<file path="config.mk">
export PLATFORM = sky130hd
export DESIGN_NAME = efs_supervisor
export DESIGN_NICKNAME = d
export VERILOG_FILES = /design/src/hw/efs_pkg.sv /design/src/hw/efs_supervisor.sv /design/src/hw/efs_delay_timer.sv /design/src/hw/efs_ramp_gen.sv
export VERILOG_INCLUDE_DIRS = /design/src /design/src/hw
export SDC_FILE = /design/constraint.sdc
export NUM_CORES = 1
export LEC_CHECK = 0
export ABC_AREA = 1
export ABC_CLOCK_PERIOD_IN_PS = 3200
export BUFFER_PORTS_ARGS = -buffer_cell sky130_fd_sc_hd__buf_2
export CAP_MARGIN = 5
export CORE_AREA = 2 2 151 263
export DETAILED_ROUTE_END_ITERATION = 12
export DIE_AREA = 0 0 153 265
export PLACE_DENSITY_LB_ADDON = 0.08
export REMOVE_ABC_BUFFERS = 1
export SYNTH_ARGS = -nofsm -noshare
export SYNTH_HDL_FRONTEND = slang
export SYNTH_HIERARCHICAL = 1
export SYNTH_SLANG_ARGS = --single-unit
</file>
<file path="constraint.sdc">
create_clock -name core_clk -period 3.2 [get_ports core_clk]
set_input_delay 0.48 -clock core_clk [delete_from_list [all_inputs] [get_ports core_clk]]
set_output_delay 0.48 -clock core_clk [all_outputs]
set_load 0.02 [all_outputs]
</file>
<file path="src/hw/efs_params.svh">
`ifndef EFS_PARAMS_SVH
`define EFS_PARAMS_SVH

// clock and time base
`define EFS_CLK_PS         5000
`define EFS_TICK_MS        5
`define EFS_TICK_CYCLES    ((`EFS_TICK_MS * 1000 * 1000) / `EFS_CLK_PS * 1000)
`define EFS_TICKS_PER_SLOW 8'h14
`define EFS_TICKS_PER_SEC  16'h00C8

// register byte offsets
`define EFS_OFS_CTRL       6'h00
`define EFS_OFS_OC_THR     6'h04
`define EFS_OFS_OC_DLY     6'h08
`define EFS_OFS_OF_DLY     6'h0C
`define EFS_OFS_OF_CS_HI   6'h10
`define EFS_OFS_OF_IF_LO   6'h14
`define EFS_OFS_TEMP_LVL   6'h18
`define EFS_OFS_BRK_TRIP   6'h1C
`define EFS_OFS_INV_STOP   6'h20
`define EFS_OFS_RAMP_RATE  6'h24
`define EFS_OFS_STATUS     6'h28

// control register fields
`define EFS_CTRL_OC_EN     0
`define EFS_CTRL_OF_EN     1
`define EFS_CTRL_BRK_EN    2
`define EFS_CTRL_FORCE     3
`define EFS_CTRL_UP        4
`define EFS_CTRL_DOWN      5
`define EFS_CTRL_W         6

// status register fields
`define EFS_ST_OC_DET      0
`define EFS_ST_OC_TRIP     1
`define EFS_ST_OF_DET      2
`define EFS_ST_OF_TRIP     3
`define EFS_ST_TEMP        4
`define EFS_ST_BRK_TMO     5
`define EFS_ST_RUNDOWN     6
`define EFS_ST_BRK_CMD     7
`define EFS_ST_W           8

// reset values: signals in 0.01 units, delays in 5 ms, breaker times in 0.1 s
`define EFS_RST_CTRL       6'h00
`define EFS_RST_OC_THR     16'h0064
`define EFS_RST_OC_DLY     16'h0258
`define EFS_RST_OF_DLY     16'h0258
`define EFS_RST_OF_CS_HI   16'h0064
`define EFS_RST_OF_IF_LO   16'h000A
`define EFS_RST_TEMP_LVL   8'h64
`define EFS_RST_BRK_TRIP   16'h0005
`define EFS_RST_INV_STOP   16'h000A
`define EFS_RST_RAMP_RATE  8'h02
`define EFS_SIG_MAX        16'h09C4

`endif

</file>
<file path="src/hw/efs_pkg.sv">
package efs_pkg;
  typedef enum logic [1:0] {
    BRK_IDLE    = 2'b00,
    BRK_RUNDOWN = 2'b01,
    BRK_WAIT    = 2'b10,
    BRK_DONE    = 2'b11
  } efs_brk_state_t;
endpackage : efs_pkg

</file>
<file path="src/hw/efs_supervisor.sv">
`timescale 1ns/1ps
`include "efs_params.svh"
// Function
// [RULE_01] flag overcurrent when control signal below threshold
// [RULE_02] overcurrent detection qualified by active current limiter
// [RULE_03] overcurrent threshold in 0.01 steps, default 1.00
// [RULE_04] overcurrent trip after delay, 5 ms steps
// [RULE_05] open field: signal high and current low
// [RULE_06] open field persisting: trip rectifier, stop excitation
// [RULE_07] open field delay 5 ms steps, default 3 s
// [RULE_08] open field signal threshold, default 1.00
// [RULE_09] open field current threshold, default 0.10
// [RULE_10] temperature alarm at level, always active
// [RULE_11] breaker off: run down, then open breaker
// [RULE_12] event if breaker not open in time
// [RULE_13] inverter stopping time 0.1 s steps, default 1 s
// [RULE_14] forced source ramps control signal at rate
// [RULE_15] delay timers restart when condition drops
module efs_supervisor #(
  parameter int unsigned TICK_CYCLES = `EFS_TICK_CYCLES
) (
  input  wire logic        core_clk,
  input  wire logic        rst_b,
  // classic wishbone slave
  input  wire logic        wb_cyc_i,
  input  wire logic        wb_stb_i,
  input  wire logic        wb_we_i,
  input  wire logic [5:0]  wb_adr_i,
  input  wire logic [3:0]  wb_sel_i,
  input  wire logic [31:0] wb_dat_i,
  output logic [31:0]      wb_dat_o,
  output logic             wb_ack_o,
  // measurements and plant status
  input  wire logic [15:0] ctrlSigIn,
  input  wire logic [15:0] fieldCurrent,
  input  wire logic [7:0]  switchTemp,
  input  wire logic        limiterActive,
  input  wire logic        machCircuitOpen,
  input  wire logic        breakerOffCmd,
  input  wire logic        breakerIsOpen,
  // commands
  output logic [15:0]      ctrlSigOut,
  output logic             fieldOcTrip,
  output logic             rectifierTrip,
  output logic             excitationStop,
  output logic             inverterRunDown,
  output logic             breakerOpenCmd,
  output logic             tempAlarm,
  output logic             breakerTimeoutEvt
);
  logic [`EFS_CTRL_W-1:0] ctrl_ff, nxt_ctrl;
  logic [15:0]            ocThr_ff, nxt_ocThr;
  logic [15:0]            ocDly_ff, nxt_ocDly;
  logic [15:0]            ofDly_ff, nxt_ofDly;
  logic [15:0]            ofCsHi_ff, nxt_ofCsHi;
  logic [15:0]            ofIfLo_ff, nxt_ofIfLo;
  logic [7:0]             tempLvl_ff, nxt_tempLvl;
  logic [15:0]            brkTrip_ff, nxt_brkTrip;
  logic [15:0]            invStop_ff, nxt_invStop;
  logic [7:0]             rampRate_ff, nxt_rampRate;
  logic                   ack_ff, nxt_ack;
  logic [31:0]            datO_ff, nxt_datO;
  logic [31:0]            wmask;
  logic [31:0]            wdat;
  logic                   busHit;
  logic                   wrEn;

  logic [31:0]            divCnt_ff, nxt_divCnt;
  logic [7:0]             slowCnt_ff, nxt_slowCnt;
  logic                   tick_ff, nxt_tick;
  logic                   slowTick_ff, nxt_slowTick;

  logic [15:0]            ctrlSigOut_ff, nxt_ctrlSigOut;
  logic [15:0]            ctrlEff;
  logic [15:0]            rampLevel;
  logic                   ocDetect, ofDetect;
  logic                   ocExpired, ofExpired, invExpired, brkExpired;
  logic                   ocDet_ff, ofDet_ff;
  logic                   ocTrip_ff, nxt_ocTrip;
  logic                   ofTrip_ff, nxt_ofTrip;
  logic                   temp_ff, nxt_temp;
  logic                   tmo_ff, nxt_tmo;
  logic                   tmoPulse;
  efs_pkg::efs_brk_state_t brk_ff, nxt_brk;
  logic                   runDown_ff, nxt_runDown;
  logic                   brkCmd_ff, nxt_brkCmd;
  logic [`EFS_ST_W-1:0]   status;

  // ---------------- wishbone slave ----------------
  assign busHit = wb_cyc_i && wb_stb_i && !ack_ff;
  assign wrEn   = wb_cyc_i && wb_stb_i && wb_we_i && ack_ff;
  assign wmask  = {{8{wb_sel_i[3]}}, {8{wb_sel_i[2]}}, {8{wb_sel_i[1]}}, {8{wb_sel_i[0]}}};

  assign status = {brkCmd_ff, runDown_ff, tmo_ff, temp_ff, ofTrip_ff, ofDet_ff, ocTrip_ff,
                   ocDet_ff};

  function automatic logic [31:0] merge(input logic [31:0] old, input logic [31:0] nw,
                                        input logic [31:0] m);
    merge = (old & ~m) | (nw & m);
  endfunction : merge

  always_comb begin
    nxt_ctrl     = ctrl_ff;
    nxt_ocThr    = ocThr_ff;
    nxt_ocDly    = ocDly_ff;
    nxt_ofDly    = ofDly_ff;
    nxt_ofCsHi   = ofCsHi_ff;
    nxt_ofIfLo   = ofIfLo_ff;
    nxt_tempLvl  = tempLvl_ff;
    nxt_brkTrip  = brkTrip_ff;
    nxt_invStop  = invStop_ff;
    nxt_rampRate = rampRate_ff;
    nxt_ack      = busHit;
    nxt_datO     = 32'h0000_0000;
    wdat         = 32'h0000_0000;
    case (wb_adr_i)
      `EFS_OFS_CTRL: begin
        wdat = merge({26'h0, ctrl_ff}, wb_dat_i, wmask);
        if (wrEn) nxt_ctrl = wdat[`EFS_CTRL_W-1:0];
        nxt_datO = {26'h0, ctrl_ff};
      end
      `EFS_OFS_OC_THR: begin
        wdat = merge({16'h0, ocThr_ff}, wb_dat_i, wmask);
        if (wrEn) nxt_ocThr = wdat[15:0]; // RULE_03
        nxt_datO = {16'h0, ocThr_ff};
      end
      `EFS_OFS_OC_DLY: begin
        wdat = merge({16'h0, ocDly_ff}, wb_dat_i, wmask);
        if (wrEn) nxt_ocDly = wdat[15:0];
        nxt_datO = {16'h0, ocDly_ff};
      end
      `EFS_OFS_OF_DLY: begin
        wdat = merge({16'h0, ofDly_ff}, wb_dat_i, wmask);
        if (wrEn) nxt_ofDly = wdat[15:0]; // RULE_07
        nxt_datO = {16'h0, ofDly_ff};
      end
      `EFS_OFS_OF_CS_HI: begin
        wdat = merge({16'h0, ofCsHi_ff}, wb_dat_i, wmask);
        if (wrEn) nxt_ofCsHi = wdat[15:0]; // RULE_08
        nxt_datO = {16'h0, ofCsHi_ff};
      end
      `EFS_OFS_OF_IF_LO: begin
        wdat = merge({16'h0, ofIfLo_ff}, wb_dat_i, wmask);
        if (wrEn) nxt_ofIfLo = wdat[15:0]; // RULE_09
        nxt_datO = {16'h0, ofIfLo_ff};
      end
      `EFS_OFS_TEMP_LVL: begin
        wdat = merge({24'h0, tempLvl_ff}, wb_dat_i, wmask);
        if (wrEn) nxt_tempLvl = wdat[7:0];
        nxt_datO = {24'h0, tempLvl_ff};
      end
      `EFS_OFS_BRK_TRIP: begin
        wdat = merge({16'h0, brkTrip_ff}, wb_dat_i, wmask);
        if (wrEn) nxt_brkTrip = wdat[15:0];
        nxt_datO = {16'h0, brkTrip_ff};
      end
      `EFS_OFS_INV_STOP: begin
        wdat = merge({16'h0, invStop_ff}, wb_dat_i, wmask);
        if (wrEn) nxt_invStop = wdat[15:0]; // RULE_13
        nxt_datO = {16'h0, invStop_ff};
      end
      `EFS_OFS_RAMP_RATE: begin
        wdat = merge({24'h0, rampRate_ff}, wb_dat_i, wmask);
        if (wrEn) nxt_rampRate = wdat[7:0];
        nxt_datO = {24'h0, rampRate_ff};
      end
      `EFS_OFS_STATUS: begin
        wdat = wb_dat_i & wmask;
        nxt_datO = {24'h0, status};
      end
      default: begin
        // unmapped words acknowledge and read as zero
        wdat = 32'h0000_0000;
      end
    endcase
    if (!busHit) begin
      nxt_datO = datO_ff;
    end
  end

  // ---------------- time base ----------------
  // one divider makes the 5 ms tick; the 0.1 s breaker tick is 20 of those
  always_comb begin
    nxt_divCnt   = divCnt_ff + 32'h0000_0001;
    nxt_tick     = 1'b0;
    nxt_slowCnt  = slowCnt_ff;
    nxt_slowTick = 1'b0;
    if (divCnt_ff >= TICK_CYCLES - 1) begin
      nxt_divCnt = 32'h0000_0000;
      nxt_tick   = 1'b1;
      if (slowCnt_ff >= `EFS_TICKS_PER_SLOW - 8'h01) begin
        nxt_slowCnt  = 8'h00;
        nxt_slowTick = 1'b1;
      end else begin
        nxt_slowCnt = slowCnt_ff + 8'h01;
      end
    end
  end

  // ---------------- detection ----------------
  efs_ramp_gen u_ramp (
    .core_clk (core_clk),
    .rst_b    (rst_b),
    .tickEn   (tick_ff),
    .active   (ctrl_ff[`EFS_CTRL_FORCE]),
    .rampUp   (ctrl_ff[`EFS_CTRL_UP]),
    .rampDown (ctrl_ff[`EFS_CTRL_DOWN]),
    .rate     (rampRate_ff),
    .seed     (ctrlSigIn),
    .level    (rampLevel)
  );

  // forced source is meant for bench testing of the power stage only
  assign ctrlEff = ctrl_ff[`EFS_CTRL_FORCE] ? rampLevel : ctrlSigIn; // RULE_14

  assign ocDetect = ctrl_ff[`EFS_CTRL_OC_EN] && limiterActive // RULE_02
                    && (ctrlEff < ocThr_ff); // RULE_01
  assign ofDetect = ctrl_ff[`EFS_CTRL_OF_EN] && (ctrlEff > ofCsHi_ff)
                    && (fieldCurrent <= ofIfLo_ff); // RULE_05

  efs_delay_timer u_ocTimer (
    .core_clk (core_clk),
    .rst_b    (rst_b),
    .tickEn   (tick_ff),
    .cond     (ocDetect),
    .limit    (ocDly_ff),
    .expired  (ocExpired)
  );

  efs_delay_timer u_ofTimer (
    .core_clk (core_clk),
    .rst_b    (rst_b),
    .tickEn   (tick_ff),
    .cond     (ofDetect),
    .limit    (ofDly_ff),
    .expired  (ofExpired)
  );

  efs_delay_timer u_invTimer (
    .core_clk (core_clk),
    .rst_b    (rst_b),
    .tickEn   (slowTick_ff),
    .cond     (brk_ff == efs_pkg::BRK_RUNDOWN),
    .limit    (invStop_ff),
    .expired  (invExpired)
  );

  efs_delay_timer u_brkTimer (
    .core_clk (core_clk),
    .rst_b    (rst_b),
    .tickEn   (slowTick_ff),
    .cond     (brk_ff == efs_pkg::BRK_WAIT && !breakerIsOpen),
    .limit    (brkTrip_ff),
    .expired  (brkExpired)
  );

  // ---------------- breaker sequence ----------------
  always_comb begin
    nxt_brk     = brk_ff;
    tmoPulse    = 1'b0;
    case (brk_ff)
      efs_pkg::BRK_IDLE: begin
        if (ctrl_ff[`EFS_CTRL_BRK_EN] && machCircuitOpen && breakerOffCmd) begin
          nxt_brk = efs_pkg::BRK_RUNDOWN; // RULE_11
        end
      end
      efs_pkg::BRK_RUNDOWN: begin
        if (invExpired) nxt_brk = efs_pkg::BRK_WAIT; // RULE_11
      end
      efs_pkg::BRK_WAIT: begin
        if (breakerIsOpen) begin
          nxt_brk = efs_pkg::BRK_DONE;
        end else if (brkExpired) begin
          tmoPulse = 1'b1; // RULE_12
          nxt_brk  = efs_pkg::BRK_DONE;
        end
      end
      efs_pkg::BRK_DONE: begin
        if (!breakerOffCmd) nxt_brk = efs_pkg::BRK_IDLE;
      end
      default: nxt_brk = efs_pkg::BRK_IDLE;
    endcase
    nxt_runDown = (nxt_brk == efs_pkg::BRK_RUNDOWN);
    nxt_brkCmd  = (nxt_brk == efs_pkg::BRK_WAIT) || (nxt_brk == efs_pkg::BRK_DONE);
  end

  // ---------------- sticky trip and timeout flags, set beats clear; temperature flag is live ----------------
  always_comb begin
    nxt_ocTrip = ocTrip_ff;
    nxt_ofTrip = ofTrip_ff;
    nxt_tmo    = tmo_ff;
    if (wrEn && wb_adr_i == `EFS_OFS_STATUS) begin
      if (wdat[`EFS_ST_OC_TRIP]) nxt_ocTrip = 1'b0;
      if (wdat[`EFS_ST_OF_TRIP]) nxt_ofTrip = 1'b0;
      if (wdat[`EFS_ST_BRK_TMO]) nxt_tmo = 1'b0;
    end
    if (ocExpired) nxt_ocTrip = 1'b1; // RULE_04
    if (ofExpired) nxt_ofTrip = 1'b1; // RULE_06
    if (tmoPulse) nxt_tmo = 1'b1; // RULE_12
    nxt_temp       = (switchTemp >= tempLvl_ff); // RULE_10
    nxt_ctrlSigOut = ctrlEff;
  end

  always_ff @(posedge core_clk or negedge rst_b) begin
    if (!rst_b) begin
      ctrl_ff       <= `EFS_RST_CTRL;
      ocThr_ff      <= `EFS_RST_OC_THR;
      ocDly_ff      <= `EFS_RST_OC_DLY;
      ofDly_ff      <= `EFS_RST_OF_DLY;
      ofCsHi_ff     <= `EFS_RST_OF_CS_HI;
      ofIfLo_ff     <= `EFS_RST_OF_IF_LO;
      tempLvl_ff    <= `EFS_RST_TEMP_LVL;
      brkTrip_ff    <= `EFS_RST_BRK_TRIP;
      invStop_ff    <= `EFS_RST_INV_STOP;
      rampRate_ff   <= `EFS_RST_RAMP_RATE;
      ack_ff        <= 1'b0;
      datO_ff       <= 32'h0000_0000;
      divCnt_ff     <= 32'h0000_0000;
      slowCnt_ff    <= 8'h00;
      tick_ff       <= 1'b0;
      slowTick_ff   <= 1'b0;
      ctrlSigOut_ff <= 16'h0000;
      ocDet_ff      <= 1'b0;
      ofDet_ff      <= 1'b0;
      ocTrip_ff     <= 1'b0;
      ofTrip_ff     <= 1'b0;
      temp_ff       <= 1'b0;
      tmo_ff        <= 1'b0;
      brk_ff        <= efs_pkg::BRK_IDLE;
      runDown_ff    <= 1'b0;
      brkCmd_ff     <= 1'b0;
    end else begin
      ctrl_ff       <= nxt_ctrl;
      ocThr_ff      <= nxt_ocThr;
      ocDly_ff      <= nxt_ocDly;
      ofDly_ff      <= nxt_ofDly;
      ofCsHi_ff     <= nxt_ofCsHi;
      ofIfLo_ff     <= nxt_ofIfLo;
      tempLvl_ff    <= nxt_tempLvl;
      brkTrip_ff    <= nxt_brkTrip;
      invStop_ff    <= nxt_invStop;
      rampRate_ff   <= nxt_rampRate;
      ack_ff        <= nxt_ack;
      datO_ff       <= nxt_datO;
      divCnt_ff     <= nxt_divCnt;
      slowCnt_ff    <= nxt_slowCnt;
      tick_ff       <= nxt_tick;
      slowTick_ff   <= nxt_slowTick;
      ctrlSigOut_ff <= nxt_ctrlSigOut;
      ocDet_ff      <= ocDetect;
      ofDet_ff      <= ofDetect;
      ocTrip_ff     <= nxt_ocTrip;
      ofTrip_ff     <= nxt_ofTrip;
      temp_ff       <= nxt_temp;
      tmo_ff        <= nxt_tmo;
      brk_ff        <= nxt_brk;
      runDown_ff    <= nxt_runDown;
      brkCmd_ff     <= nxt_brkCmd;
    end
  end

  assign wb_ack_o          = ack_ff;
  assign wb_dat_o          = datO_ff;
  assign ctrlSigOut        = ctrlSigOut_ff;
  assign fieldOcTrip       = ocTrip_ff;
  assign rectifierTrip     = ofTrip_ff;
  assign excitationStop    = ofTrip_ff; // RULE_06
  assign inverterRunDown   = runDown_ff;
  assign breakerOpenCmd    = brkCmd_ff;
  assign tempAlarm         = temp_ff;
  assign breakerTimeoutEvt = tmo_ff;
endmodule : efs_supervisor

</file>
<file path="src/hw/efs_delay_timer.sv">
`timescale 1ns/1ps
`include "efs_params.svh"
module efs_delay_timer (
  input  wire logic        core_clk,
  input  wire logic        rst_b,
  input  wire logic        tickEn,
  input  wire logic        cond,
  input  wire logic [15:0] limit,
  output logic             expired
);
  logic [15:0] count_ff;
  logic [15:0] nxt_count;
  logic        expired_ff;
  logic        nxt_expired;

  // the count restarts the moment the condition drops, so only a continuous
  // condition can reach the limit
  always_comb begin
    nxt_count = count_ff;
    if (!cond) begin
      nxt_count = 16'h0000; // RULE_15
    end else if (tickEn && count_ff != 16'hFFFF) begin
      nxt_count = count_ff + 16'h0001;
    end
    nxt_expired = cond && (count_ff >= limit);
  end

  always_ff @(posedge core_clk or negedge rst_b) begin
    if (!rst_b) begin
      count_ff   <= 16'h0000;
      expired_ff <= 1'b0;
    end else begin
      count_ff   <= nxt_count;
      expired_ff <= nxt_expired;
    end
  end

  assign expired = expired_ff;
endmodule : efs_delay_timer

</file>
<file path="src/hw/efs_ramp_gen.sv">
`timescale 1ns/1ps
`include "efs_params.svh"
module efs_ramp_gen (
  input  wire logic        core_clk,
  input  wire logic        rst_b,
  input  wire logic        tickEn,
  input  wire logic        active,
  input  wire logic        rampUp,
  input  wire logic        rampDown,
  input  wire logic [7:0]  rate,
  input  wire logic [15:0] seed,
  output logic [15:0]      level
);
  logic [15:0] level_ff;
  logic [15:0] nxt_level;
  logic [15:0] acc_ff;
  logic [15:0] nxt_acc;
  logic [15:0] sum;

  // rate is in 0.01 per second; 200 ticks make a second, so a step of 0.01
  // is taken each time the accumulator passes 200
  always_comb begin
    sum       = acc_ff + {8'h00, rate};
    nxt_level = level_ff;
    nxt_acc   = acc_ff;
    if (!active) begin
      // track the live signal so that selecting the forced source is bumpless
      nxt_level = seed;
      nxt_acc   = 16'h0000;
    end else if (tickEn && (rampUp ^ rampDown)) begin
      if (sum >= `EFS_TICKS_PER_SEC) begin
        nxt_acc = sum - `EFS_TICKS_PER_SEC;
        if (rampUp && level_ff < `EFS_SIG_MAX) begin
          nxt_level = level_ff + 16'h0001;
        end else if (rampDown && level_ff != 16'h0000) begin
          nxt_level = level_ff - 16'h0001;
        end
      end else begin
        nxt_acc = sum;
      end
    end
  end

  always_ff @(posedge core_clk or negedge rst_b) begin
    if (!rst_b) begin
      level_ff <= 16'h0000;
      acc_ff   <= 16'h0000;
    end else begin
      level_ff <= nxt_level;
      acc_ff   <= nxt_acc;
    end
  end

  assign level = level_ff;
endmodule : efs_ramp_gen

</file>
==> results.rst, run 1 <==
.. list-table::
   :header-rows: 1

   * - Metric
     - Value
   * - Outcome
     - finished clean
   * - Worst flop-to-flop path endpoint
     - u_ramp/level[13]
   * - Worst EP required
     - 3.63 ns
   * - Warnings, synthesis
     - 6
   * - Largest driver fanout on the critical path
     - 9
   * - Sequential group share of total power
     - 0.357
   * - Power share of the combinational group
     - 0.329
   * - Data arrival time of the critical path
     - 3.42 ns
   * - Total Die Area
     - 0.0405 mm2
   * - Crit share post-route
     - 0.934
   * - Final Hold Viols
     - 0
   * - Clock transition at path regs
     - 0.06 ns
   * - Register area share after synthesis
     - 0.378
   * - Count of port buffers added during placement
     - 112
   * - Number of global-route vias before repair
     - 19069
   * - Clock Latency Late Sink
     - 0.55 ns
   * - Worst slew pin tran
     - 0.866 ns
   * - Relative area change from synthesis to final layout
     - 10.7%
   * - Number of buffers between clock root and the deepest sink
     - 3
   * - Number of primary I/O pins
     - 147
   * - H-tree levels
     - 2
   * - Fin crit period
     - 2.99 ns
   * - Critical path destination
     - u_ramp/level[13]
   * - Worst max-slew margin expressed relative to the limit
     - 0.422
   * - Total Routed Length
     - 63800 um
   * - Root Buffer Master
     - sky130_fd_sc_hd__clkbuf_16
   * - Count of TritonRoute iterations in the first routing pass
     - 6
   * - Initial cell density of the core
     - 0.552
   * - Clock skew
     - 0.0223 ns
   * - GR Overflow Total
     - 0
   * - Worst setup SP type
     - register
   * - First-pass GRT wire length
     - 101000 um
   * - Fill cell count
     - 3593
   * - RePlAce Congestion
     - 0.973
   * - Leak
     - 11.8 nW
   * - Site Rows
     - 95
   * - Int Power
     - 8.46 mW
   * - Avg Cell Area, Syn
     - 7.48 um2
   * - TritonCTS Buffers
     - 35
   * - Post-synthesis cell count
     - 2834
   * - Number of max-cap violations
     - 0
   * - Via density per instance
     - 5.52
   * - Timing startpoint of the critical path
     - u_ramp/level[2]
   * - Cell Area, Placed
     - 0.0223 mm2
   * - Detailed Route Iter0 Violations
     - 1231
   * - Count of clock tree sinks
     - 319
   * - Pin count of the biggest net entering global routing
     - 95
   * - EDFF count, synth
     - 0
   * - Type of the worst min-delay path
     - primary input to register
   * - Postcts setup bufs
     - 0
   * - CP endpoint kind
     - register
   * - Fin nets
     - 3215
   * - Overall die height
     - 265 um
   * - Final HPWL DP
     - 49300 um
   * - Synth Cell Area
     - 0.0212 mm2
   * - TritonCTS clock tree
     - yes
   * - FF-to-FF path depth
     - 18
   * - Number of vias in the routed layout
     - 19221
   * - Post-detailed-route DRC marker count
     - 0
   * - Count of inserted antenna diode cells
     - 0
   * - Async SR Flop Fraction
     - 1.00
   * - Number of setup violations in the final report
     - 0
   * - Worst voltage drop across the vdd grid
     - 491 uV
   * - Clock group share of total power
     - 0.314
   * - Tot Pwr
     - 13.5 mW
   * - Count of nets left with antenna violations after detail routing
     - 0
   * - Net switching power figure
     - 5.00 mW
   * - Final design utilization
     - 0.611
   * - Core area
     - 0.0384 mm2
   * - Crit Path Category
     - register to register
   * - Total track usage
     - 0.315
   * - Number of distinct library cells after synthesis
     - 58
   * - Reg-to-reg critical path startpoint
     - u_ramp/level[2]
   * - Max Slew Vio Count
     - 0
   * - Net Sw Frac
     - 0.371
   * - Setup slack of the worst register-to-register path
     - 0.21 ns
   * - Achievable frequency
     - 335 MHz
   * - Count of state elements after synthesis
     - 319
   * - Initial antenna violation count
     - 0
   * - RSZ-0062 raised after global routing
     - false
   * - Width of the chip
     - 153 um
   * - Leading register cell type out of synthesis
     - sky130_fd_sc_hd__dfrtp_1
   * - Routed wire length per instance
     - 18.3 um
   * - Cell area power density
     - 573 mW/mm2
   * - Final standard cell area without fillers
     - 0.0235 mm2
   * - Layout cell share with drive strength beyond 1
     - 0.142
==> worst max-delay path, cell delays in order, from the launching register on <==
cell and delay [ns]:
sky130_fd_sc_hd__dfrtp_1 0.42, sky130_fd_sc_hd__nor2_2 0.16, sky130_fd_sc_hd__nand2_1 0.07, sky130_fd_sc_hd__nand4_1 0.07, sky130_fd_sc_hd__nand3_1 0.08, sky130_fd_sc_hd__nand2_1 0.07
sky130_fd_sc_hd__nand4_1 0.08, sky130_fd_sc_hd__buf_4 0.20, sky130_fd_sc_hd__buf_4 0.18, sky130_fd_sc_hd__ha_1 0.36, sky130_fd_sc_hd__a21o_1 0.21, sky130_fd_sc_hd__nand2_1 0.05
sky130_fd_sc_hd__nand4_1 0.21, sky130_fd_sc_hd__a21o_1 0.23, sky130_fd_sc_hd__or2_2 0.27, sky130_fd_sc_hd__nand3_1 0.07, sky130_fd_sc_hd__nand2_1 0.05, sky130_fd_sc_hd__nand2_1 0.05
sky130_fd_sc_hd__nand2_1 0.05
==> cells in the mapped netlist, types with 4 or more instances <==
| cell type | n | area (um2) |
|---|---|---|
| sky130_fd_sc_hd__clkbuf_1 | 14 | 52.6 |
| sky130_fd_sc_hd__nor2_8 | 6 | 120 |
| sky130_fd_sc_hd__buf_6 | 16 | 180 |
| sky130_fd_sc_hd__nor3_1 | 22 | 110 |
| sky130_fd_sc_hd__inv_6 | 4 | 35.0 |
| sky130_fd_sc_hd__nand2_1 | 873 | 3280 |
| sky130_fd_sc_hd__a21oi_1 | 85 | 425 |
| sky130_fd_sc_hd__nand3_2 | 11 | 110 |
| sky130_fd_sc_hd__a21o_1 | 4 | 30.0 |
| sky130_fd_sc_hd__nor2_2 | 20 | 125 |
| sky130_fd_sc_hd__o31ai_1 | 5 | 37.5 |
| sky130_fd_sc_hd__nand4_1 | 68 | 425 |
| sky130_fd_sc_hd__nor2_1 | 239 | 897 |
| sky130_fd_sc_hd__xor2_1 | 35 | 307 |
| sky130_fd_sc_hd__nand2_4 | 17 | 191 |
| sky130_fd_sc_hd__ha_1 | 148 | 1850 |
| sky130_fd_sc_hd__inv_1 | 330 | 1240 |
| sky130_fd_sc_hd__dfrtp_1 | 295 | 7380 |
| sky130_fd_sc_hd__dfstp_2 | 24 | 631 |
| sky130_fd_sc_hd__o21ai_1 | 38 | 190 |
| sky130_fd_sc_hd__buf_4 | 21 | 158 |
| sky130_fd_sc_hd__nand3_1 | 185 | 926 |
| sky130_fd_sc_hd__nand2_2 | 46 | 288 |
| sky130_fd_sc_hd__inv_2 | 15 | 56.3 |
| sky130_fd_sc_hd__xnor2_1 | 11 | 96.3 |
| sky130_fd_sc_hd__nor2_4 | 25 | 282 |
| sky130_fd_sc_hd__buf_2 | 15 | 75.1 |
| sky130_fd_sc_hd__o21bai_1 | 8 | 60.1 |
| sky130_fd_sc_hd__o21ai_2 | 49 | 429 |
| sky130_fd_sc_hd__or2_2 | 5 | 31.3 |
| sky130_fd_sc_hd__o21ai_0 | 151 | 756 |
| sky130_fd_sc_hd__o21a_1 | 6 | 45.0 |
==> area by class of cell <==
class                           count  area, um2  share of cell area
Tap cell                          485        607              0.0259
Timing Repair Buffer              144        863              0.0368
Inverter                          351       1340              0.0570
Multi-Input combinational cell   2123      11500               0.490
Clock inverter                     10        154             0.00656
Sequential cell                   319       8010               0.341
Clock buffer                       52       1000              0.0426
==> per-layer routing <==
| layer | GRT usage | vias to the layer above | share of wire |
|---|---|---|---|
| met2 | 0.593 | 511 | 0.53 |
| met3 | 0.0333 | 176 | 0.038 |
| li1 | - | 9389 | - |
| met4 | 0.190 | 0 | 0.068 |
| met1 | 0.336 | 9145 | 0.36 |
| met5 | 0 | - | 0 |
==> stage by stage <==
stage	hold WS (ns)	worst slack, ns	setup TNS (ns)	cells
floorplan	0.184	-0.679	-17.44	2793
global placement	0.427	0.283	0	3421
detailed placement	0.414	0.224	0	3421
CTS	0.169	0.209	0	3484
global route	0.201	0.0133	0	3484
finish	0.178	0.213	0	3484
==> logic make-up after synthesis <==
family	Yosys count	synth area share
AO/OA/AOI/OAI	363	0.0993
flip-flops	319	0.378
multiplexers	2	0.000944
AND/OR/NAND/NOR	1533	0.327
XOR/XNOR	47	0.0203
adder cells (fa/ha/maj)	150	0.0892
other	1	0.000177
buffers and inverters	419	0.0854
==> cell usage in the layout (no fill, tap or decap), types with 6 or more instances in the layout <==
cell / Yosys / routed
sky130_fd_sc_hd__nand3_2: 11 / 11
sky130_fd_sc_hd__o21bai_1: 8 / 8
sky130_fd_sc_hd__buf_4: 21 / 27
sky130_fd_sc_hd__nor2_1: 239 / 237
sky130_fd_sc_hd__dfstp_2: 24 / 24
sky130_fd_sc_hd__clkbuf_1: 14 / 11
sky130_fd_sc_hd__dfrtp_1: 295 / 295
sky130_fd_sc_hd__o21ai_2: 49 / 49
sky130_fd_sc_hd__nand3_1: 185 / 185
sky130_fd_sc_hd__nor3_1: 22 / 22
sky130_fd_sc_hd__nor2_4: 25 / 25
sky130_fd_sc_hd__o21ai_0: 151 / 151
sky130_fd_sc_hd__buf_2: 15 / 111
sky130_fd_sc_hd__nor2_2: 20 / 22
sky130_fd_sc_hd__ha_1: 148 / 148
sky130_fd_sc_hd__nand4_1: 68 / 68
sky130_fd_sc_hd__o21ai_1: 38 / 38
sky130_fd_sc_hd__inv_1: 330 / 330
sky130_fd_sc_hd__a21oi_1: 85 / 85
sky130_fd_sc_hd__xnor2_1: 11 / 11
sky130_fd_sc_hd__nor2_8: 6 / 6
sky130_fd_sc_hd__nand2_1: 873 / 873
sky130_fd_sc_hd__inv_2: 15 / 15
sky130_fd_sc_hd__clkbuf_16: 0 / 35
sky130_fd_sc_hd__clkbuf_8: 0 / 6
sky130_fd_sc_hd__nand2_4: 17 / 17
sky130_fd_sc_hd__nand2_2: 46 / 46
sky130_fd_sc_hd__o21a_1: 6 / 6
sky130_fd_sc_hd__xor2_1: 35 / 35
sky130_fd_sc_hd__conb_1: 1 / 28
==> timing repair <==
action,in CTS,in global routing
hold endpoints to repair,46,0
hold buffers,1,0
setup endpoints to repair,0,2
resized for setup,0,4
==> how the worst min path moves through the flow <==
stage / startpoint / endpoint / slack (ns) / cells past startpoint
after CTS: ctrlSigIn[4] / u_ramp/level[4] / 0.17 / 3
after floorplan: rst_b / async pin / 0.18 / 0
final: ctrlSigIn[4] / u_ramp/level[4] / 0.18 / 3
after global placement: rst_b / u_ramp/level[14] / 0.43 / 1
after detailed placement: u_ofTimer/expired / excitationStop / 0.41 / 2
after global routing: ctrlSigIn[12] / u_ramp/level[12] / 0.20 / 3
==> power by group through the flow <==
stage	combinational, mW	sequential, mW	clock [mW]
2_1_floorplan	2.97	4.92	0
3_3_place_gp	4.27	4.86	0
3_5_place_dp	4.38	4.87	0
4_1_cts	4.41	4.79	4.29
5_1_grt	4.97	4.85	4.44
6_report	4.43	4.80	4.23
(Power assumes the default switching activity.)
==> run 2, diff against run 1 <==
CAP_MARGIN = unset   (was 5)
CORE_AREA = 5 5 154 266   (was 2 2 151 263)
DIE_AREA = 0 0 159 271   (was 0 0 153 265)
REMOVE_ABC_BUFFERS = unset   (was 1)
==> run 2 against run 1 <==
Against the previous run: non-clock buffer count is 2 higher; final cell count hardly changed; clock skew is 0.0019 ns higher; sequential cell count stayed put; global-route usage is 2.2 points lower; clock power hardly changed; critical path depth stayed put; maximum frequency is 0.41% higher; critical endpoint is now u_ofTimer/count_ff[4].
==> results.rst, run 2 (synthesized netlist as in run 1, its figures left out) <==
.. list-table::
   :header-rows: 1

   * - Metric
     - Value
   * - Commonest non-fill, non-tap cell in the layout
     - sky130_fd_sc_hd__nand2_1 (unchanged)
   * - Site Rows
     - 95 (unchanged)
   * - RePlAce Congestion
     - 0.950 (was 0.973)
   * - Worst EP required
     - 3.62 ns (was 3.63 ns)
   * - Detailed-routing wirelength on met1
     - 22700 um (was 23300 um)
   * - TritonCTS clock tree
     - yes (unchanged)
   * - Total area of multi-input combinational cells
     - 0.0115 mm2 (about the same)
   * - Crit Path Category
     - register to register (unchanged)
   * - Data arrival time of the critical path
     - 3.40 ns (was 3.42 ns)
   * - Root Buffer Master
     - sky130_fd_sc_hd__clkbuf_16 (unchanged)
   * - Fin crit period
     - 2.98 ns (was 2.99 ns)
   * - Max Slew Vio Count
     - 0 (unchanged)
   * - Top layer in use
     - met5 (was met4)
   * - Routed wire length per instance
     - 18.5 um (was 18.3 um)
   * - List of cells traversed by the critical path
     - clkinv_1 > buf_4 > nand2_1 > nand2_1 > ha_1 > nand2_1 > o21ai_0 > nand2_1 > nand2_1 > nand2_1 > nand2_1 > nand2_1 > nor2_1 > inv_1 > nor2_8 > inv_6 > nand2_1 > nand2_1 (was nor2_2 > nand2_1 > nand4_1 > nand3_1 > nand2_1 > nand4_1 > buf_4 > buf_4 > ha_1 > a21o_1 > nand2_1 > nand4_1 > a21o_1 > or2_2 > nand3_1 > nand2_1 > nand2_1 > nand2_1)
   * - Fill cell count
     - 3537 (was 3593)
   * - TritonCTS Buffers
     - 34 (was 35)
   * - Critical path's slowest cell
     - sky130_fd_sc_hd__dfrtp_1 (unchanged)
   * - Final design utilization
     - 0.612 (was 0.611)
   * - Count of port buffers added during placement
     - 112 (unchanged)
   * - Achievable frequency
     - 336 MHz (was 335 MHz)
   * - Worst path bufs/invs
     - 4 (was 2)
   * - H-tree levels
     - 2 (unchanged)
   * - Number of primary I/O pins
     - 147 (unchanged)
   * - Category of cells accounting for the largest share of critical-path delay
     - simple AND/OR/NAND/NOR gates (unchanged)
   * - Register cell area after layout
     - 0.00801 mm2 (unchanged)
   * - Wire length on met2
     - 33900 um (was 33800 um)
   * - First-pass GRT wire length
     - 102000 um (was 101000 um)
   * - Number of global-route vias before repair
     - 19346 (was 19069)
   * - Clock skew
     - 0.0243 ns (was 0.0223 ns)
   * - GR Overflow Total
     - 0 (unchanged)
   * - Layout cell share with drive strength beyond 1
     - 0.144 (was 0.142)
   * - Count of nets left with antenna violations after detail routing
     - 0 (unchanged)
   * - Largest driver fanout on the critical path
     - 13 (was 9)
   * - Clock transition at path regs
     - 0.07 ns (was 0.06 ns)
   * - Detailed Route Iter0 Violations
     - 1262 (was 1231)
   * - Count of inserted antenna diode cells
     - 0 (unchanged)
   * - Post-placement cell count
     - 3421 (unchanged)
   * - CP endpoint kind
     - register (unchanged)
   * - Pin count of the biggest net entering global routing
     - 80 (was 95)
   * - Final Hold Viols
     - 0 (unchanged)
   * - Initial antenna violation count
     - 1 (was 0)
   * - Clock Latency Late Sink
     - 0.55 ns (about the same)
   * - Worst setup SP type
     - register (unchanged)
   * - Number of buffers between clock root and the deepest sink
     - 3 (unchanged)
   * - Crit share post-route
     - 0.930 (was 0.934)
   * - Routed met3 length
     - 2390 um (was 2410 um)
   * - Via density per instance
     - 5.52 (about the same)
   * - Worst slew pin tran
     - 0.673 ns (was 0.866 ns)
   * - Post-detailed-route DRC marker count
     - 0 (unchanged)
   * - Total Die Area
     - 0.0431 mm2 (was 0.0405 mm2)
   * - Count of TritonRoute iterations in the first routing pass
     - 8 (was 6)
   * - Cell area power density
     - 571 mW/mm2 (was 573 mW/mm2)
   * - Final setup TNS
     - 0 ns (unchanged)
   * - Number of vias in the routed layout
     - 19229 (was 19221)
   * - Worst voltage drop across the vdd grid
     - 476 uV (was 491 uV)
   * - Worst max-slew margin expressed relative to the limit
     - 0.547 (was 0.422)
   * - Fin nets
     - 3216 (was 3215)
   * - Outcome
     - finished clean (unchanged)
   * - Final HPWL DP
     - 50500 um (was 49300 um)
   * - Count of clock tree sinks
     - 319 (unchanged)
   * - Number of max-cap violations
     - 0 (unchanged)
   * - Overall die height
     - 271 um (was 265 um)
   * - Number of setup violations in the final report
     - 0 (unchanged)
   * - Total track usage
     - 0.293 (was 0.315)
   * - Relative area change from synthesis to final layout
     - 10.8% (was 10.7%)
   * - Core area
     - 0.0384 mm2 (unchanged)
   * - Final instance count without filler cells
     - 3485 (was 3484)
   * - RSZ-0062 raised after global routing
     - false (unchanged)
   * - Initial cell density of the core
     - 0.552 (unchanged)
   * - Minimum hold slack
     - 0.184 ns (was 0.178 ns)
   * - Width of the chip
     - 159 um (was 153 um)
   * - Most repeated library cell on the critical path
     - sky130_fd_sc_hd__nand2_1 (unchanged)
   * - Setup slack of the worst register-to-register path
     - 0.22 ns (was 0.21 ns)
   * - Type of the worst min-delay path
     - primary input to register (unchanged)
   * - Critical Path Max Stage Delay
     - 0.39 ns (was 0.42 ns)
   * - Leak
     - 11.9 nW (was 11.8 nW)
   * - Total Routed Length
     - 64400 um (was 63800 um)
   * - Most frequent cells in the layout
     - 873 x sky130_fd_sc_hd__nand2_1, 330 x sky130_fd_sc_hd__inv_1, 295 x sky130_fd_sc_hd__dfrtp_1 (unchanged)
-- run 2: cell types whose count changed in the layout (fill, tap and decap cells not counted), sizes merged --
cell      previous run  this run
clkbuf              52        49
buf                143       145
inv                350       352
clkinv               7         6
clkinvlp             0         1
-- run 2: through the flow --
| stage | power (mW) | cell area, um2 | worst slack, ns |
|---|---|---|---|
| after detailed placement | 9.22 | 22300 | 0.184 |
| final | 13.4 | 23500 | 0.225 |
| after global routing | 14.3 | 23500 | 0.0340 |
| after floorplan | 7.96 | 21300 | 0.184 |
| after global placement | 9.11 | 22300 | 0.213 |
| after CTS | 13.4 | 23500 | 0.174 |
-- run 2: path summary, 6_finish.rpt --
path,depth (start not counted),end,startpoint
setup / recovery,18,u_ofTimer/count_ff[4],ctrl_ff[3]
hold / removal,3,u_ramp/level[12],ctrlSigIn[12]
setup reg to reg,18,u_ofTimer/count_ff[4],ctrl_ff[3]
hold reg to reg,2,excitationStop,u_ofTimer/expired
max in group asynchronous,3,async pin,rst_b
min in group asynchronous,2,ctrlSigOut[14],rst_b
-- run 2: metal layers --
layer | up-vias | global-route usage
met1 | 9078 | 0.305
li1 | 9384 | -
met3 | 213 | 0.0329
met5 | - | 0
met4 | 2 | 0.202
met2 | 552 | 0.544
-- run 2: what timing repair did --
action | in CTS | in global routing
setup buffers | 0 | 2
endpoints found under the setup margin | 0 | 5
endpoints found under the hold margin | 58 | 0
gates resized for setup | 0 | 4
hold buffers | 1 | 0
-- run 2: area by class of cell --
type,instances,share of cell area
Clock inverter,12,0.00788
Clock buffer,49,0.0420
Multi-Input combinational cell,2123,0.489
Sequential cell,319,0.341
Timing Repair Buffer,146,0.0374
Tap cell,485,0.0258
Inverter,351,0.0569
-- run 2: worst min-delay path, cell delays in order --
cell                      delay, ns
sky130_fd_sc_hd__buf_2         0.10
sky130_fd_sc_hd__nand2_1       0.05
sky130_fd_sc_hd__nand3_1       0.07
-- run 2: power breakdown --
part           internal (mW)  switching, mW
combinational           1.53           2.86
clock                   2.49           1.72
sequential              4.45          0.376
total                   8.47           4.96
==> run 3, diff against run 2 <==
CORE_AREA = 5 5 152 264   (was 5 5 154 266)
CTS_BUF_LIST = sky130_fd_sc_hd__clkbuf_8   (was unset)
DIE_AREA = 0 0 157 269   (was 0 0 159 271)
SLEW_MARGIN = 10   (was unset)
==> run 3 against run 2 <==
Against the previous run: sequential power is essentially flat; non-clock buffer count grew 5; clock-buffer cell count grew 12; critical path type unchanged; final cell count grew 1.2%; routed wire length shrank 0.54%; critical endpoint is now u_ramp/level[3]; die area shrank 2.0%; clock power shrank 8.8%; global-route usage grew 1.1 points; maximum frequency shrank 1.1%; sequential share of layout area is essentially flat.
==> results.rst, run 3 (synthesized netlist as in run 1, its figures left out) <==
.. list-table::
   :header-rows: 1

   * - Metric
     - Value
   * - Outcome
     - finished clean (unchanged)
   * - Worst Setup Slack, final
     - 0.193 ns (was 0.225 ns)
   * - Met3 track demand over resource in global routing
     - 0.0377 (was 0.0329)
   * - Final Hold Viols
     - 0 (unchanged)
   * - Relative area change from synthesis to final layout
     - 10.8% (about the same)
   * - Leak
     - 11.9 nW (about the same)
   * - Post-placement cell count
     - 3426 (was 3421)
   * - Commonest non-fill, non-tap cell in the layout
     - sky130_fd_sc_hd__nand2_1 (unchanged)
   * - Total Die Area
     - 0.0422 mm2 (was 0.0431 mm2)
   * - Worst max-slew margin expressed relative to the limit
     - 0.525 (was 0.547)
   * - RePlAce Congestion
     - 1.07 (was 0.950)
   * - Layout cell share with drive strength beyond 1
     - 0.154 (was 0.144)
   * - Cell depth of the worst min-delay path
     - 3 (unchanged)
   * - GR Overflow Total
     - 0 (unchanged)
   * - Worst slew pin tran
     - 0.712 ns (was 0.673 ns)
   * - Power share of the combinational group
     - 0.340 (was 0.327)
   * - RSZ-0062 raised after global routing
     - true (was false)
   * - Max Slew Vio Count
     - 0 (unchanged)
   * - Net switching power figure
     - 5.03 mW (was 4.96 mW)
   * - Clock skew
     - 0.0302 ns (was 0.0243 ns)
   * - H-tree levels
     - 2 (unchanged)
   * - Final instance count without filler cells
     - 3526 (was 3485)
   * - Count of nets left with antenna violations after detail routing
     - 0 (unchanged)
   * - Total track usage
     - 0.304 (was 0.293)
   * - Setup slack of the worst register-to-register path
     - 0.19 ns (was 0.22 ns)
   * - First-pass GRT wire length
     - 101000 um (was 102000 um)
   * - Initial antenna violation count
     - 1 (unchanged)
   * - Fin crit period
     - 3.01 ns (was 2.98 ns)
   * - Most frequent cells in the layout
     - 873 x sky130_fd_sc_hd__nand2_1, 344 x sky130_fd_sc_hd__inv_1, 295 x sky130_fd_sc_hd__dfrtp_1 (was 873 x sky130_fd_sc_hd__nand2_1, 330 x sky130_fd_sc_hd__inv_1, 295 x sky130_fd_sc_hd__dfrtp_1)
   * - Worst EP required
     - 3.75 ns (was 3.62 ns)
   * - Count of port buffers added during placement
     - 112 (unchanged)
   * - CP endpoint kind
     - register (unchanged)
   * - Cell Area, Placed
     - 0.0223 mm2 (about the same)
   * - Net Sw Frac
     - 0.384 (was 0.369)
   * - Number of buffers between clock root and the deepest sink
     - 3 (unchanged)
   * - Worst-case setup slack after placement
     - 0.185 ns (was 0.184 ns)
   * - Clock transition at path regs
     - 0.07 ns (about the same)
   * - Largest driver fanout on the critical path
     - 15 (was 13)
   * - Pin count of the biggest net entering global routing
     - 66 (was 80)
   * - Final standard cell area without fillers
     - 0.0235 mm2 (about the same)
   * - Busiest layer in global routing
     - met2 (unchanged)
   * - Int Power
     - 8.08 mW (was 8.47 mW)
   * - Clock Latency Late Sink
     - 0.62 ns (was 0.55 ns)
   * - Post-detailed-route DRC marker count
     - 0 (unchanged)
   * - Worst setup SP type
     - register (unchanged)
   * - TritonCTS Buffers
     - 51 (was 34)
   * - Fin nets
     - 3238 (was 3216)
   * - Cell area power density
     - 558 mW/mm2 (was 571 mW/mm2)
   * - FF-to-FF path depth
     - 14 (was 18)
   * - Site Rows
     - 95 (unchanged)
   * - Core area
     - 0.0379 mm2 (was 0.0384 mm2)
   * - Overall die height
     - 269 um (was 271 um)
   * - Type of the worst min-delay path
     - primary input to register (unchanged)
   * - Number of vias in the routed layout
     - 19484 (was 19229)
   * - Clock group share of total power
     - 0.293 (was 0.313)
   * - Met2 usage
     - 0.553 (was 0.544)
   * - Crit share post-route
     - 0.940 (was 0.930)
   * - Sequential group share of total power
     - 0.367 (was 0.360)
   * - Count of clock tree sinks
     - 319 (unchanged)
   * - Number of setup violations in the final report
     - 0 (unchanged)
   * - Worst flop-to-flop path endpoint
     - u_ramp/level[3] (was u_ofTimer/count_ff[4])
   * - List of cells traversed by the critical path
     - ha_1 > fa_1 > nand3_1 > nand3_2 > xnor2_1 > inv_1 > nor2_2 > nand2_2 > nand2_2 > nand3_4 > nand2_4 > buf_4 > nand3_1 > nand2_1 (was clkinv_1 > buf_4 > nand2_1 > nand2_1 > ha_1 > nand2_1 > o21ai_0 > nand2_1 > nand2_1 > nand2_1 > nand2_1 > nand2_1 > nor2_1 > inv_1 > nor2_8 > inv_6 > nand2_1 > nand2_1)
   * - Critical path's slowest cell
     - sky130_fd_sc_hd__fa_1 (was sky130_fd_sc_hd__dfrtp_1)
   * - Worst voltage drop across the vdd grid
     - 370 uV (was 476 uV)
   * - Number of global-route vias before repair
     - 19632 (was 19346)
   * - Width of the chip
     - 157 um (was 159 um)
   * - Number of primary I/O pins
     - 147 (unchanged)
   * - Crit Path Category
     - register to register (unchanged)
   * - Final HPWL DP
     - 49600 um (was 50500 um)
   * - Routed wire length per instance
     - 18.2 um (was 18.5 um)
   * - Worst Hold Endpoint
     - u_ramp/level[8] (was u_ramp/level[12])
   * - Detailed Route Iter0 Violations
     - 1286 (was 1262)
   * - Worst min-delay path startpoint
     - ctrlSigIn[8] (was ctrlSigIn[12])
   * - Root Buffer Master
     - sky130_fd_sc_hd__clkbuf_8 (was sky130_fd_sc_hd__clkbuf_16)
   * - Achievable frequency
     - 333 MHz (was 336 MHz)
   * - Via density per instance
     - 5.53 (was 5.52)
   * - Critical Path Max Stage Delay
     - 0.46 ns (was 0.39 ns)
   * - Number of max-cap violations
     - 0 (unchanged)
   * - Final design utilization
     - 0.620 (was 0.612)
   * - Met1 global-route usage
     - 0.324 (was 0.305)
   * - Count of TritonRoute iterations in the first routing pass
     - 6 (was 8)
   * - Initial cell density of the core
     - 0.559 (was 0.552)
   * - Total Routed Length
     - 64000 um (was 64400 um)
   * - Data arrival time of the critical path
     - 3.56 ns (was 3.40 ns)
   * - TritonCTS clock tree
     - yes (unchanged)
[run 3: cell count changes in the layout (fill, tap and decap cells not counted), moves of 4 or more]
cell	before	now
sky130_fd_sc_hd__inv_1	330	344
sky130_fd_sc_hd__buf_4	29	34
sky130_fd_sc_hd__clkbuf_1	7	0
sky130_fd_sc_hd__clkinvlp_4	1	5
sky130_fd_sc_hd__clkbuf_8	8	61
sky130_fd_sc_hd__clkbuf_16	34	0
sky130_fd_sc_hd__clkinv_2	3	12
[run 3: layout make-up]
cell class,count,area (um2)
multi-input combinational,2123,11500
timing repair buffer,151,907
clock inverter,35,272
clock buffer,61,840
tap,485,607
inverter,351,1340
fill,3500,14400
sequential,319,8010
antenna,1,2.50
[run 3: stage by stage]
stage	setup TNS [ns]	hold slack (ns)	total power, mW
2_1_floorplan	0	0.184	7.96
3_3_place_gp	0	0.439	9.08
6_report	0	0.109	13.1
3_5_place_dp	0	0.455	9.22
5_1_grt	-0.000756	0.108	14.0
4_1_cts	0	0.0741	13.1
[run 3: metal layers]
layer  wire length, um  part of all wire
met5                 0                 0
met4              5180             0.081
met3              2790             0.044
met2             33100              0.52
met1             23000              0.36
[run 3: power by group through the flow]
stage	Sequential, mW	Clock (mW)	Combinational [mW]
finish	4.81	3.84	4.45
global route	4.86	4.10	5.00
CTS	4.80	3.91	4.37
detailed placement	4.87	0	4.35
global placement	4.87	0	4.21
floorplan	4.92	0	3.04
[run 3: critical path, delay by kind of cell (launching register included)]
kind | cells | cell delay [ns]
AND/OR/NAND/NOR | 9 | 1.27
flip-flops | 1 | 0.40
buffers and inverters | 2 | 0.33
XOR/XNOR | 1 | 0.22
adder cells (fa/ha/maj) | 2 | 0.73
[run 3: how the worst max path moves through the flow]
stage,slack [ns],cells past startpoint,startpoint,endpoint
3_5_place_dp,0.19,18,u_ramp/level[2],u_ramp/level[13]
4_1_cts,0.16,18,u_ramp/level[2],u_ramp/level[13]
3_3_place_gp,0.19,18,u_ramp/level[2],u_ramp/level[13]
5_1_grt,-0.0008,18,u_ramp/level[2],u_ramp/level[15]
2_1_floorplan,0.18,16,u_ramp/level[2],u_ramp/level[9]
6_report,0.19,14,register,u_ramp/level[3]
[run 3: what timing repair did]
action,in CTS,in global routing
setup endpoints to repair,0,32
hold buffers,1,0
hold endpoints to repair,50,0
buffers inserted,0,2
resized for setup,0,9
